### src/include/pwr_regs.svh
// Register offsets, field positions, reset values and timing counts of the power-down controller
`ifndef PWR_REGS_SVH
`define PWR_REGS_SVH

// Register byte offsets
`define OFS_MODE        12'h000
`define OFS_PERIOD      12'h004
`define OFS_WAKE_EN     12'h008
`define OFS_STATUS      12'h00C

// Mode register field positions
`define B_IDLE_SEL      0
`define B_SYSCLK_KEEP   1
`define B_FAST_WAKE     2
`define B_WDT_EN        3
`define B_LVD_EN        4
`define B_WDT_SRC_SYS   5
`define B_SUB_LXT       6
`define B_SYS_HXT       7
`define B_SYS_ON_SUB    8
`define MODE_W          9

// Status register field positions
`define B_ST_STATE      0
`define B_ST_PD         8
`define B_ST_TO         9
`define B_ST_HS_RDY     10
`define B_ST_LS_RDY     11
`define B_ST_CPU_RUN    12

// Reset values
`define MODE_RST        9'h008
`define PERIOD_RST      3'h3
`define WAKE_EN_RST     8'h00
`define GATE_RST        6'h3E

// Start-up timer counts, in oscillator cycles, and the watchdog base limit
`define SST_HXT         11'h080
`define SST_HS_INTERNAL_OSC        11'h010
`define SST_LXT         11'h400
`define WDT_BASE_LIM    16'h00FF

`endif

### src/include/pwr_pkg.sv
// Types shared by the power-down controller
package pwr_pkg;

  typedef enum logic [5:0] {
    ST_RUN   = 6'h01,
    ST_DEEP  = 6'h02,
    ST_LIGHT = 6'h04,
    ST_IDLE_CLOCK_STOPPED_STATE = 6'h08,
    ST_IDLE_CLOCK_RUNNING_STATE = 6'h10,
    ST_START = 6'h20
  } pwr_state_t;

  typedef struct packed {
    logic cpu_run;
    logic sys_clk_run;
    logic tb_clk_run;
    logic sub_clk_run;
    logic hs_osc_on;
    logic sys_on_sub;
  } clk_gate_t;

endpackage : pwr_pkg

### src/core/halt_power_down_wake_control.sv
// Halt power-down, wake-up and watchdog controller with APB register access
//
// Functional notes
// Halt, idle off, watchdog/detector off: deep sleep
// Deep sleep stops system, sub clocks; watchdog cleared
// Halt, idle off, watchdog or detector on: light
// Light sleep stops system, time-base; sub runs
// Light sleep clears watchdog; sub-clocked keeps counting
// Halt, idle on, keep off: clock-stopped idle
// Clock-stopped idle: sub-clocked watchdog counts, system stops
// Halt, idle on, keep on: clock-running idle
// Clock-running idle: enabled watchdog cleared, keeps counting
// Sleep/idle stops execution; state held
// Halt sets power-down, clears timeout; clear-watchdog clears
// Wake on port A fall, interrupt, watchdog overflow
// Sleep timeout sets flag, resets PC/SP only
// Per-pin port A wake enable; resume after halt
// Interrupt wake resumes after halt; service later
// Interrupt pending before halt cannot wake
// Crystals share start-up timer; low-speed after high
// Deep-sleep wake executes after oscillator ready
// Watchdog source: sub clock or system/4
// Watchdog period 2^8..2^15 by select field
// System peripherals follow system clock switch
// Sub clock runs per watchdog enable
// Fast wake runs on sub for 128 cycles
`timescale 1ns/1ps
`include "pwr_regs.svh"

module halt_power_down_wake_control
  import pwr_pkg::*;
(
  input  wire logic        pclk,
  input  wire logic        presetn,
  input  wire logic        psel,
  input  wire logic        penable,
  input  wire logic        pwrite,
  input  wire logic [11:0] paddr,
  input  wire logic [31:0] pwdata,
  output logic      [31:0] prdata,
  output logic             pready,
  output logic             pslverr,
  input  wire logic        halt_exec,
  input  wire logic        clr_wdt_exec,
  input  wire logic [7:0]  porta_in,
  input  wire logic [7:0]  irq_req,
  input  wire logic        sub_tick,
  output clk_gate_t        clk_gate,
  output logic             powerdown_flag,
  output logic             watchdog_timeout_flag,
  output logic             hs_osc_ready_flag,
  output logic             wake_resume,
  output logic             pc_sp_reset,
  output logic             wdt_reset_req
);

  // Every register of the block lives in this one struct: s_nxt is worked out
  // combinationally each cycle and s_r takes it on the clock edge.
  // The one-cycle pulses (wake, pcsp, wdt_rst) default low in s_nxt, so a
  // pulse lasts exactly one clock unless its cause is still present.
  typedef struct packed {
    pwr_state_t         state;
    logic               pready;
    logic               pslverr;
    logic [31:0]        prdata;
    logic [`MODE_W-1:0] mode;
    logic [2:0]         period;
    logic [7:0]         wake_en;
    logic [7:0]         pa_q;
    logic [7:0]         irq_mask;
    logic [15:0]        wcnt;
    logic [1:0]         presc;
    logic [10:0]        osc_startup_timer;
    logic               hxt_busy;
    logic               lxt_busy;
    logic               hs_ready;
    logic               ls_ready;
    logic               pd;
    logic               to;
    logic               wake;
    logic               pcsp;
    logic               wdt_rst;
    logic               fast_sub;
    clk_gate_t          gate;
  } regs_t;

  regs_t s_r;
  regs_t s_nxt;

  // Decoded mode bits and helper terms; the mode bits decoded here are read from s_r, so no
  // combinational path runs from an APB write into the sleep decision.
  logic        idle_sel;
  logic        sys_keep;
  logic        fast_en;
  logic        wdt_en;
  logic        lvd_en;
  logic        src_sys;
  logic        sub_lxt;
  logic        sys_hxt;
  logic        sleeping;
  logic        sys_running;
  logic        sub_running;
  logic        wdt_tick;
  logic        overflow;
  logic [15:0] wdt_lim;
  logic [7:0]  pa_fall;
  logic [7:0]  irq_new;
  logic        wake_ev;
  logic        wr_acc;
  logic [31:0] rd_val;
  logic        rd_hit;

  // Mode bits
  assign idle_sel = s_r.mode[`B_IDLE_SEL];
  assign sys_keep = s_r.mode[`B_SYSCLK_KEEP];
  assign fast_en  = s_r.mode[`B_FAST_WAKE];
  assign wdt_en   = s_r.mode[`B_WDT_EN];
  assign lvd_en   = s_r.mode[`B_LVD_EN];
  assign src_sys  = s_r.mode[`B_WDT_SRC_SYS];
  assign sub_lxt  = s_r.mode[`B_SUB_LXT];
  assign sys_hxt  = s_r.mode[`B_SYS_HXT];

  assign sleeping = (s_r.state == ST_DEEP) || (s_r.state == ST_LIGHT) ||
                    (s_r.state == ST_IDLE_CLOCK_STOPPED_STATE) || (s_r.state == ST_IDLE_CLOCK_RUNNING_STATE);

  // Clock activity seen by the watchdog
  assign sys_running = s_r.gate.sys_clk_run;
  assign sub_running = s_r.gate.sub_clk_run;

  // A tick is only honoured while its source clock is ungated, so gating a
  // clock in a standby state also freezes a watchdog that runs from it,
  // which is how the clock-stopped states halt a system-clocked watchdog.
  // Watchdog source: sub clock, or system clock divided by four
  assign wdt_tick = wdt_en && (src_sys ? (sys_running && (s_r.presc == 2'h3))
                                       : (sub_running && sub_tick));

  // Period limit 2^(8+sel)-1
  assign wdt_lim  = 16'((32'(`WDT_BASE_LIM) << s_r.period) | 32'(s_r.period != 3'h0)
                        * ((32'h1 << s_r.period) - 32'h1));
  // Greater-or-equal, not equal: if the period is shortened while the count
  // already stands beyond the new limit, it times out at once instead of
  // running round all 16 bits first.
  assign overflow = wdt_tick && (s_r.wcnt >= wdt_lim);

  // Port A edges are found against last cycle's sample; pa_q resets high,
  // the idle level of the pins, so no false edge follows reset.
  // Wake sources; interrupts armed only if not already pending at halt
  assign pa_fall = s_r.pa_q & ~porta_in & s_r.wake_en;
  assign irq_new = irq_req & s_r.irq_mask;
  assign wake_ev = (|pa_fall) || (|irq_new) || overflow;

  // The slave answers in the first access cycle, so a write lands at the
  // edge where the master samples pready high and at no other.
  // APB access phase completes on the registered ready
  assign wr_acc = psel && penable && pwrite && s_r.pready;

  // Read mux
  always_comb
  begin
    rd_val = 32'h0000_0000;
    rd_hit = 1'b1;
    unique case (paddr)
      `OFS_MODE:    rd_val[`MODE_W-1:0] = s_r.mode;
      `OFS_PERIOD:  rd_val[2:0] = s_r.period;
      `OFS_WAKE_EN: rd_val[7:0] = s_r.wake_en;
      `OFS_STATUS:
      begin
        rd_val[`B_ST_STATE +: 6] = s_r.state;
        rd_val[`B_ST_PD]         = s_r.pd;
        rd_val[`B_ST_TO]         = s_r.to;
        rd_val[`B_ST_HS_RDY]     = s_r.hs_ready;
        rd_val[`B_ST_LS_RDY]     = s_r.ls_ready;
        rd_val[`B_ST_CPU_RUN]    = s_r.gate.cpu_run;
      end
      default:      rd_hit = 1'b0;
    endcase
  end

  // Next-state logic for the whole block
  always_comb
  begin
    s_nxt         = s_r;
    s_nxt.wake    = 1'b0;
    s_nxt.pcsp    = 1'b0;
    s_nxt.wdt_rst = 1'b0;
    s_nxt.pa_q    = porta_in;

    // Zero-wait APB slave: ready rises after the setup cycle
    s_nxt.pready = psel && !penable && !s_r.pready;
    if (psel && !penable)
    begin
      s_nxt.prdata  = pwrite ? 32'h0000_0000 : rd_val;
      s_nxt.pslverr = !rd_hit;
    end
    if (wr_acc)
    begin
      unique case (paddr)
        `OFS_MODE:    s_nxt.mode = pwdata[`MODE_W-1:0];
        `OFS_PERIOD:  s_nxt.period = pwdata[2:0];
        `OFS_WAKE_EN: s_nxt.wake_en = pwdata[7:0];
        default:      s_nxt.period = s_r.period; // Status and unmapped ignore writes
      endcase
    end

    // Watchdog counter and system/4 prescaler
    if (sys_running)
      s_nxt.presc = 2'(s_r.presc + 2'h1);
    if (wdt_tick)
      s_nxt.wcnt = overflow ? 16'h0000 : 16'(s_r.wcnt + 16'h0001);
    if (clr_wdt_exec)
    begin
      s_nxt.wcnt = 16'h0000;
      s_nxt.pd   = 1'b0;
    end

    // Halt is only honoured while the core runs; in a standby state the core
    // cannot execute it, so a stray pulse there is ignored.
    unique case (s_r.state)
      ST_RUN:
      begin
        if (overflow)
          s_nxt.wdt_rst = 1'b1;
        if (halt_exec)
        begin
          s_nxt.wcnt     = 16'h0000;
          s_nxt.presc    = 2'h0;
          s_nxt.pd       = 1'b1;
          s_nxt.to       = 1'b0;
          s_nxt.irq_mask = ~irq_req;
          if (!idle_sel && !wdt_en && !lvd_en)
            s_nxt.state = ST_DEEP;
          else if (!idle_sel)
            s_nxt.state = ST_LIGHT;
          else if (!sys_keep)
            s_nxt.state = ST_IDLE_CLOCK_STOPPED_STATE;
          else
            s_nxt.state = ST_IDLE_CLOCK_RUNNING_STATE;
        end
      end
      ST_DEEP, ST_LIGHT, ST_IDLE_CLOCK_STOPPED_STATE, ST_IDLE_CLOCK_RUNNING_STATE:
      begin
        if (s_r.state == ST_DEEP)
          s_nxt.wcnt = 16'h0000;
        if (wake_ev)
        begin
          s_nxt.wake = 1'b1;
          if (overflow)
          begin
            s_nxt.to   = 1'b1;
            s_nxt.pcsp = 1'b1;
          end
          if (s_r.state == ST_IDLE_CLOCK_RUNNING_STATE)
            s_nxt.state = ST_RUN;
          else if (s_r.state != ST_DEEP && sys_hxt && fast_en)
          begin
            // Run from the sub clock while the crystal starts
            s_nxt.state    = ST_RUN;
            s_nxt.fast_sub = 1'b1;
            s_nxt.hxt_busy = 1'b1;
            s_nxt.osc_startup_timer      = 11'h000;
          end
          else
          begin
            s_nxt.state    = ST_START;
            s_nxt.hxt_busy = 1'b1;
            s_nxt.osc_startup_timer      = 11'h000;
          end
          if (s_r.state == ST_DEEP && sub_lxt)
            s_nxt.lxt_busy = 1'b1;
        end
      end
      ST_START:
      begin
        if (!s_r.hxt_busy)
          s_nxt.state = ST_RUN;
      end
      default:
        s_nxt.state = ST_RUN;
    endcase

    // Both crystals use one counter, so the low-speed crystal waits for the
    // high-speed one; the core may therefore run before the low-speed crystal
    // is ready, which software sees in the ls ready status bit.
    // Start-up counts are in pclk cycles, a stand-in for oscillator cycles.
    // Shared start-up timer: high-speed first, then low-speed crystal
    if (s_r.hxt_busy)
    begin
      s_nxt.osc_startup_timer = 11'(s_r.osc_startup_timer + 11'h001);
      if (s_r.osc_startup_timer == 11'(32'(sys_hxt ? `SST_HXT : `SST_HS_INTERNAL_OSC) - 32'd1))
      begin
        s_nxt.hxt_busy = 1'b0;
        s_nxt.hs_ready = 1'b1;
        s_nxt.fast_sub = 1'b0;
        s_nxt.osc_startup_timer      = 11'h000;
      end
    end
    else if (s_r.lxt_busy)
    begin
      s_nxt.osc_startup_timer = 11'(s_r.osc_startup_timer + 11'h001);
      if (s_r.osc_startup_timer == 11'(32'(`SST_LXT) - 32'd1))
      begin
        s_nxt.lxt_busy = 1'b0;
        s_nxt.ls_ready = 1'b1;
        s_nxt.osc_startup_timer      = 11'h000;
      end
    end

    // The high-speed oscillator stops in every standby state but clock-running idle;
    // its ready flag falls with it so the next wake waits a full start-up.
    // Oscillators stopping lose their ready flags
    if (s_nxt.state == ST_DEEP || s_nxt.state == ST_LIGHT || s_nxt.state == ST_IDLE_CLOCK_STOPPED_STATE)
      s_nxt.hs_ready = 1'b0;
    if (s_nxt.state == ST_DEEP && sub_lxt)
      s_nxt.ls_ready = 1'b0;

    // A timeout in a standby state sets the flag; halt beats a same-cycle clear-watchdog
    if (overflow && sleeping)
      s_nxt.to = 1'b1;
    if (halt_exec && s_r.state == ST_RUN)
      s_nxt.pd = 1'b1;

    // Clock gates follow the next state so outputs stay registered
    s_nxt.gate.cpu_run     = (s_nxt.state == ST_RUN);
    s_nxt.gate.sys_clk_run = (s_nxt.state == ST_RUN) || (s_nxt.state == ST_IDLE_CLOCK_RUNNING_STATE);
    s_nxt.gate.tb_clk_run  = (s_nxt.state == ST_RUN) || (s_nxt.state == ST_IDLE_CLOCK_STOPPED_STATE) ||
                             (s_nxt.state == ST_IDLE_CLOCK_RUNNING_STATE);
    unique case (s_nxt.state)
      ST_DEEP:  s_nxt.gate.sub_clk_run = 1'b0;
      ST_LIGHT: s_nxt.gate.sub_clk_run = 1'b1;
      ST_IDLE_CLOCK_STOPPED_STATE, ST_IDLE_CLOCK_RUNNING_STATE: s_nxt.gate.sub_clk_run = 1'b1;
      default:  s_nxt.gate.sub_clk_run = (wdt_en && !src_sys) || lvd_en ||
                                         s_nxt.mode[`B_SYS_ON_SUB] || s_nxt.fast_sub;
    endcase
    s_nxt.gate.hs_osc_on  = s_nxt.gate.sys_clk_run || s_nxt.hxt_busy;
    // Peripherals on the system clock follow it onto the sub clock
    s_nxt.gate.sys_on_sub = s_nxt.gate.sys_clk_run &&
                            (s_nxt.mode[`B_SYS_ON_SUB] || s_nxt.fast_sub);
  end

  // Asynchronous reset puts the block in the run state on the high-speed
  // clock with both oscillators ready, as after a completed power-up.
  // Single state register
  always_ff @(posedge pclk or negedge presetn)
  begin
    if (!presetn)
    begin
      s_r          <= '0;
      s_r.state    <= ST_RUN;
      s_r.mode     <= `MODE_RST;
      s_r.period   <= `PERIOD_RST;
      s_r.wake_en  <= `WAKE_EN_RST;
      s_r.pa_q     <= 8'hFF;
      s_r.hs_ready <= 1'b1;
      s_r.ls_ready <= 1'b1;
      s_r.gate     <= `GATE_RST; // Running on the high-speed clock
    end
    else
      s_r <= s_nxt;
  end

  // Every output is a field of s_r, so none has a combinational path from
  // an input.
  // Outputs straight from the state register
  assign prdata                = s_r.prdata;
  assign pready                = s_r.pready;
  assign pslverr               = s_r.pslverr;
  assign clk_gate              = s_r.gate;
  assign powerdown_flag        = s_r.pd;
  assign watchdog_timeout_flag = s_r.to;
  assign hs_osc_ready_flag     = s_r.hs_ready;
  assign wake_resume           = s_r.wake;
  assign pc_sp_reset           = s_r.pcsp;
  assign wdt_reset_req         = s_r.wdt_rst;

endmodule : halt_power_down_wake_control

### config.mk
export PLATFORM = sky130hd
export DESIGN_NAME = halt_power_down_wake_control
export DESIGN_NICKNAME = d
export VERILOG_FILES = /design/src/include/pwr_pkg.sv /design/src/core/halt_power_down_wake_control.sv
export VERILOG_INCLUDE_DIRS = /design/src /design/src/include
export SDC_FILE = /design/constraint.sdc
export NUM_CORES = 1
export LEC_CHECK = 0
export ABC_AREA = 1
export BUFFER_PORTS_ARGS = -buffer_cell sky130_fd_sc_hd__buf_2
export CAP_MARGIN = 10
export CORE_MARGIN = 5
export CORE_UTILIZATION = 30
export DETAILED_ROUTE_END_ITERATION = 12
export MAX_ROUTING_LAYER = met4
export SLEW_MARGIN = 15
export SYNTH_ARGS = -nofsm -noshare
export SYNTH_HDL_FRONTEND = slang
export SYNTH_SLANG_ARGS = --single-unit
### constraint.sdc
create_clock -name pclk -period 2.7 [get_ports pclk]
set_clock_uncertainty 0.1 [all_clocks]
set_input_delay 0.405 -clock pclk [delete_from_list [all_inputs] [get_ports pclk]]
set_output_delay 0.405 -clock pclk [all_outputs]
set_load 0.05 [all_outputs]
# Yosys cells after proc, flatten, opt, wreduce, memory -nomap -nowiden
# Index checks and enable logic that the tools add are counted.
totals:
  ff_bits: 121
  inputBits: 68
op_classes:
  n_addsub: 5
  multipliers: 1
  magnitude_cmp: 1
  n_eq_ne: 23
  shifts: 2
  mux: 67
  bitwise_logic: 6
  reduce_logical: 63
op_table:
  columns: ["op", "count"]
  rows:
  - ["two-way mux 16 bit", 4]
  - ["two-way mux 6 bit", 7]
  - ["two-way mux 13 bit", 3]
  - ["two-way mux 11 bit", 3]
  - ["multiplier 1 x 32 -> 16 bit", 1]
  - ["one-hot mux 16 bit (2 select lines)", 1]
  - ["<< shifter 1 x 3 -> 32 bit, first input constant", 1]
  - ["subtractor 32 x 1 -> 32 bit, second input constant", 1]
  - ["two-way mux 1 bit", 27]
  - ["AND 8 bit", 3]
  - ["== test 12 x 4 -> 1 bit, second input constant", 2]
  - ["two-way mux 12 bit", 2]
  - ["two-way mux 20 bit", 1]
  - ["logical AND 1 bit", 19]
  - ["two-way mux 18 bit", 1]
  - ["one-hot mux 6 bit (3 select lines)", 1]
  - ["adder 16 x 1 -> 16 bit, second input constant", 1]
  - [">= comparator 16 bit", 1]
  - ["two-way mux 8 bit", 2]
  - ["NOT 8 bit", 2]
  - ["bitwise OR 16 bit", 1]
  - ["OR reduction 8 bit", 2]
  - ["<< shifter 8 x 3 -> 16 bit, first input constant", 1]
  - ["logical OR 1 bit", 15]
  - ["other kinds (34)", 66]

# Depth between registers and ports, before layout
# Gate-level depths: netlist of run 1.
logic_depth:
  ltp_word: 14
  ltp_mapped: 17

# Worst setup path after synthesis of run 1
# No wires, ideal clock.
synth_timing:
  path_kind: "register to register"
  start: "register s_r[70] in the netlist's numbering"
  end: "register s_r[26] in the netlist's numbering"
  t_arrival_ps: 2110
  required_time_ps: 2468
  slack_ps: 358
  path_stages_with_launch: 16
  n_path_buf: 1
  path_cell_list: "dfstp_2 clkbuf_1 nand3_1 ha_1 nand2_1 nor2_1 nor3b_1 nand2_1 nand2_1 nand2_2 nand2_2 nand2_1 nand2_1 nor2_4 nand2_1 o211ai_1"
synth_via:
  elab_chain_cells: 9
  word_cells_on_any_way: 11
  cone_classes: "add/sub: 1; mul: 1; order compare: 1; shift: 2; bitwise: 1; reduce/logical: 5"
synth_rtl:
  columns: ["element", "line", "rtl"]
  rows:
  - ["start: declaration", "halt_power_down_wake_control.sv:87", "regs_t s_r;"]
  - ["start signal: assignment", "halt_power_down_wake_control.sv:358", "s_r <= s_nxt;"]
  - ["<< shifter 1 x 3 -> 32 bit", "halt_power_down_wake_control.sv:139", "* ((32'h1 << s_r.period) - 32'h1));"]
  - ["subtractor 32 x 1 -> 32 bit", "halt_power_down_wake_control.sv:139", null]
  - ["multiplier 1 x 32 -> 16 bit", "halt_power_down_wake_control.sv:139", null]
  - ["bitwise OR 16 bit (*)", "halt_power_down_wake_control.sv:138", "assign wdt_lim = 16'((32'(`WDT_BASE_LIM) << s_r.period) | 32'(s_r.period != 3'h0)"]
  - [">= comparator 16 bit (*)", "halt_power_down_wake_control.sv:143", "assign overflow = wdt_tick && (s_r.wcnt >= wdt_lim);"]
  - ["logical AND 1 bit (*)", "halt_power_down_wake_control.sv:143", null]
  - ["logical OR 1 bit (*)", "halt_power_down_wake_control.sv:150", "assign wake_ev = (|pa_fall) || (|irq_new) || overflow;"]
  - ["nonzero test 3 bit (no line) (*)", null, null]
  - ["AND reduction 3 bit (no line) (*)", null, null]
# Every way passes the cells marked *; elsewhere a longest branch is shown, timed or not.
# A chain may end at the register's enable or synchronous reset.

==> results of run 1 <==
==> cell type report <==
cell class,count,area [um2]
multi-input combinational,461,2470
clock inverter,5,41.3
timing repair buffer,81,448
fill,1903,11800
tap,229,287
inverter,80,300
clock buffer,11,233
sequential,102,2580
antenna,1,2.50
==> Yosys cell counts, types with 4 or more instances <==
master	instances
o211ai_1	5
o21ai_0	43
a22o_1	8
inv_2	8
nor2_4	6
nand4_1	7
o22ai_1	4
clkbuf_1	6
buf_4	38
dfstp_2	19
nor3_1	17
nor3_2	4
nor3b_1	5
nand3_1	30
xor2_1	11
dfrtp_1	83
buf_2	4
nor2_1	68
nand2_2	5
ha_1	16
o31ai_1	4
inv_1	72
o21ai_1	9
a21oi_1	13
nor2_2	5
nand2_1	146
==> worst max-delay path, delay by kind of cell (launching register included) <==
family	cells	cell delay, ns
adder cells (fa/ha/maj)	1	0.30
AND/OR/NAND/NOR	12	1.30
AO/OA/AOI/OAI	1	0.13
flip-flops	1	0.60
==> timing repair <==
item / CTS / global route
endpoints found under the hold margin: 28 / 0
hold buffers: 1 / 0
resized for setup: 0 / 4
buffers inserted: 0 / 1
setup endpoints to repair: 0 / 13
==> cell usage in the layout, fill, tap and decap left out, drive strengths merged <==
cell type,n
nand3b,2
and2,1
o221ai,2
dfstp,19
a2bb2oi,1
or2,1
xnor2,3
nor2,80
ha,16
o31ai,4
nand3,32
clkinvlp,2
o22ai,4
a211o,1
nand2,151
o32ai,1
a41oi,1
conb,24
buf,80
a21oi,13
o2111ai,1
dlygate4sd3,1
dfrtp,83
clkbuf,11
nand4,10
o21ai,52
xor2,11
diode,1
a31oi,3
a22o,8
o211ai,5
and3,1
inv,83
a211oi,1
mux2i,1
nor4,1
nor3,22
mux2,3
nor3b,5
==> how the worst min path moves through the flow <==
stage                  end  slack (ns)  depth (start not counted)
6_report           s_r[55]        0.05                          1
5_1_grt            s_r[54]        0.04                          1
4_1_cts            s_r[55]        0.04                          1
3_5_place_dp       s_r[52]        0.29                          1
3_3_place_gp       s_r[52]        0.30                          1
2_1_floorplan  clk_gate[0]       0.009                          0
==> cells by family (layout without fill, tap and decap cells) <==
kind of cell | Yosys count | in the layout | share of synthesized area, %
adders and majority gates | 16 | 16 | 3.59
xor gates and xnor gates | 14 | 14 | 2.20
DFF | 102 | 102 | 46.2
muxes | 4 | 4 | 0.786
other | 2 | 25 | 0.135
buffers and inverters | 128 | 177 | 11.3
and+or+nand+nor | 305 | 306 | 25.2
AOI/OAI and AO/OA | 97 | 97 | 10.6
==> report_power, final <==
part	switching (mW)	internal [mW]
clock network	0.622	0.638
logic	0.909	0.386
registers	0.187	1.78
==> layer usage <==
metal  track usage [%]  vias up  wire, um
li1                  -     2265         -
met5                 -        -         0
met3              3.50       16       667
met2              20.5       85      6190
met4              4.84        0       347
met1              17.2     2077      6490
==> through the flow <==
stage	area, um2	cells	total power [mW]	hold slack [ns]	util (%)
2_1_floorplan	5650	690	2.99	0.00941	-
3_3_place_gp	6040	950	3.27	0.300	33.3
3_5_place_dp	6040	950	3.28	0.295	33.3
4_1_cts	6330	967	4.56	0.0426	34.9
5_1_grt	6360	970	4.81	0.0396	35.0
6_report	6360	970	4.52	0.0547	35.0
==> impl_metrics.toml, run 1 <==
[setup_path]
worstSetupPathType = "reg -> reg"
cpPeakStageDelay_ns = 0.60
regToRegSetupSlack_ns = 0.17
crit_chain = "o21ai_0, ha_1, nand2_1, nor2_1, nor3b_1, nand2_1, nand2_2, nand2_4, nand3_2, nand2_1, nand2_1, nand2_1, nor2_2, nand3_1"
r2r_start = "s_r[70]"
critPathMaxFanout = 8
start_kind = "flip-flop"
crit_top_cell = "nand2_1"
setup.worst_path.start = "s_r[70]"
rr_endpoint = "sub_running"
required_ns = 2.85
endpoint = "sub_running"
worstSetupEndpointType = "flip-flop"
r2r_cells = 14
critPathArrivalTime_ns = 2.68
cpMaxStageDelayCell = "dfstp_2"

[placement]
place_congestion = 0.848
io_buffers = 71
hpwl_um = 10400
post-place-ws_ns = 0.152

[global_routing]
grtUsageTotal_pct = 13.4
grt_pass1_vias = 4340
grt_start_max_net_pins = 40
grt-ovfl-total = 0
antenna_found_initial = 1
grt_pass1_wl_um = 22400

[cts]
cts_root_buf = "clkbuf_16"
cts_made_buffers = 9
cts_htree_levels = 3
cts_tree = "yes"
path_clk_slew_ns = 0.07
clock-sinks = 102
insertion_delay_ns = 0.36
clock_path_buffers = 2

[yosys]
avgSynthCellArea_um2 = 8.34
netlist.area_leader.share_pct = 37.3
synth_top_area_cell = "dfrtp_1"
ys_ff_latch = 102
yosysWarnings = 0
synth_edf_count = 0
synth-seq-area-share_pct = 46.2
synth_cell_types = 46
async_reset_ff_share_pct = 100
ys_top_cells_by_area = "dfrtp_1 37%, nand2_1 9.8%, dfstp_2 9.0%"
syn_inst = 668
synthFlopType = "dfrtp_1"
synthesis.area_um2 = 5570

[final_layout]
drive_above_1_share_pct = 20.9
nets = 819
largest_register = "s_r"
largest_reg_flops = 72
area_delta_synth_final_pct = 14.1

[timing]
setup_violations = 0
worst_slack_ns = 0.169
rsz0062_at_grt = "yes"
finalCritPeriodShare_pct = 93.7
hold_viol_final = 0
period_minus_slack_ns = 2.53
slew_viol_final = 0
tns_ns = 0
fmax_mhz = 395

[status]
status = "finished clean"

[flow_run]
maxCapViolations = 0

[detailed_routing]
viasPerCell = 4.58
dr.first_iter.drc_count = 251
drc = 0
ant_nets = 0
routedWlPerCell_um = 14.1
routed_wl_um = 13700
drt_pre_antenna_iters = 4
vias = 4443

[worst_hold_path]
hp-start = "porta_in[2]"
hold_path.class = "in -> reg"

[pwr]
p_leak_nw = 3.09
power_per_cell_area_nw_per_um2 = 711
ir_drop_uv = 368

[floorplan]
die_h_um = 146
die_area_um2 = 21400
num_rows = 49
fp.dieW_um = 146
num_io_pins = 114
coreArea_um2 = 18100
start_util_pct = 30.7
No activity file was read; power rests on OpenSTA's default activity.
==> run 2: changes to the inputs <==
Settings changed: CORE_UTILIZATION 30 to 45, MAX_ROUTING_LAYER met4 to unset, PLACE_DENSITY set to 0.68.
Clock period 2.7 ns to 2.8 ns, I/O delays scaled along.
==> run 2 against run 1 <==
Against the previous run:
- the flow now finishes with violations (hold timing)
- worst setup slack gained 0.11 ns
- via count is 2.7% higher
- final cell count decreased by 6.7%
- global-route usage rose by 4.8 points
- core utilization rose by 17 points
- cell area decreased by 1.4%
- first-iteration DRC count up 32%
- sequential power fell by 4%
- die area decreased by 31%
- sequential share of layout area grew 0.57 points
- routed wire length fell by 5.2%
- critical endpoint is now hs_osc_ready_flag
==> impl_metrics.toml, run 2 (synthesized netlist as in run 1, its figures left out) <==
[timing]
tightest_slew_ns = 0.639
rsz0062_at_grt = "no"
period_minus_slack_ns = 2.52
relSlewSlack_pct = 57.4
fmax_mhz = 397
hold_viol_final = 10
worst_slack_ns = 0.278
finalCritPeriodShare_pct = 90.1
hold_slack_ns = -0.0184
slew_viol_final = 0
setup_violations = 0
tns_ns = 0

[cts]
cts_made_buffers = 9
cts_hold_buffers = 0
cts_htree_levels = 3
cts_tree = "yes"
clock_path_buffers = 2
clock-sinks = 102
path_clk_slew_ns = 0.08
insertion_delay_ns = 0.35
cts_root_buf = "clkbuf_16"

[global_routing]
antenna_found_initial = 1
met3_usage_pct = 4.15
use_met1_pct = 23.5
grt_pass1_vias = 4397
grtUsageTotal_pct = 18.2
use_met2_pct = 30.0
top_usage_layer = "met2"
grt-ovfl-total = 0
grt_start_max_net_pins = 51
grt_pass1_wl_um = 21400

[final_layout]
seqCellArea_um2 = 2580
num-fill-cells = 1151
drive_above_1_share_pct = 20.8
multi_input_area_um2 = 2450
final_common_cell = "nand2_1"
nets = 815
area_delta_synth_final_pct = 12.6
final_cell_mix = "146 x nand2_1, 83 x dfrtp_1, 72 x inv_1, 70 x buf_2, 68 x nor2_1"
largest_register = "s_r"
fin_cells = 905
largest_reg_flops = 72

[flow_run]
maxCapViolations = 0

[detailed_routing]
ant_nets = 0
drc = 0
dr.first_iter.drc_count = 332
drt_pre_antenna_iters = 4
viasPerCell = 5.04
routed_wl_um = 13000
vias = 4565
routedWlPerCell_um = 14.3

[pwr]
ir_drop_uv = 580
power_per_cell_area_nw_per_um2 = 708
p_leak_nw = 3.09
power.total_mw = 4.44

[status]
violations = "hold timing"
status = "finished, violations left"

[setup_path]
start_kind = "flip-flop"
critPathArrivalTime_ns = 2.71
worstSetupPathType = "reg -> reg"
required_ns = 2.98
worstSetupEndpointType = "flip-flop"
critPathMaxFanout = 8
regToRegSetupSlack_ns = 0.28

[floorplan]
fp.dieW_um = 121
start_util_pct = 46.2
num_rows = 40
die_h_um = 121
num_io_pins = 114
coreArea_um2 = 12100
die_area_um2 = 14700

[placement]
post-place-ws_ns = 0.211
io_buffers = 71
hpwl_um = 10000
dp_cells = 887
place_congestion = 0.910

[worst_hold_path]
hold_path.class = "in -> async"
## run 2: cell count changes in the layout (fill, tap and decap cells not counted), sizes merged
cell,before,now
buf,80,78
clkbuf,11,9
clkinv,0,2
bufinv,0,1
clkinvlp,2,1
dlygate4sd3,1,0
nor2,80,79
## run 2: power breakdown
group          switching [mW]  internal [mW]  leakage (nW)
clock network           0.605          0.716         0.151
logic                   0.853          0.364          1.65
registers               0.188           1.71          1.29
total                    1.65           2.79          3.09
## run 2: what timing repair did
item,CTS,global route
endpoints found under the setup margin,0,3
gates resized for setup,0,1
buffers inserted,0,1
## run 2: path summary, 6_finish.rpt
check                            start                 to  cells after the start
max in group asynchronous      presetn            s_r[59]                      2
setup / recovery               s_r[70]  hs_osc_ready_flag                     15
setup reg to reg               s_r[70]  hs_osc_ready_flag                     15
hold / removal                 presetn            s_r[63]                      1
hold reg to reg                s_r[78]            s_r[12]                      1
min in group pclk          porta_in[1]            s_r[54]                      1
## run 2: layer usage
metal  part of all wire, %  vias to the layer above
met1                    44                     2168
met2                    47                      132
li1                      -                     2247
met5                     0                        -
met3                   6.9                       18
met4                   1.9                        0
## run 2: critical path, stage by stage (launching register included)
cell and delay [ns]:
dfstp_2 0.60, o21ai_0 0.13, ha_1 0.30, nand2_1 0.05, nor2_1 0.12, nor3b_2 0.18, nand2_1 0.06, nand2_1 0.07
nand2_2 0.12, nand3_2 0.12, nand2_1 0.11, nand2_1 0.08, nand2_1 0.11, nor2_2 0.17, inv_2 0.04, nor2_1 0.09
## run 2: metrics by stage
stage	utilization, %	instance area, um2
6_report	52.0	6270
5_1_grt	52.0	6270
4_1_cts	51.9	6250
3_5_place_dp	49.2	5940
3_3_place_gp	49.2	5940
2_1_floorplan	-	5650
## run 2: area by class of cell
type | instances | share of cell area [%]
clock inverters | 7 | 1.46
multi-input cells | 460 | 39.1
repair buffers | 78 | 6.55
well taps | 168 | 3.35
flip-flops and latches | 102 | 41.1
inverters | 80 | 4.79
diodes | 1 | 0.0399
clock buffers | 9 | 3.59
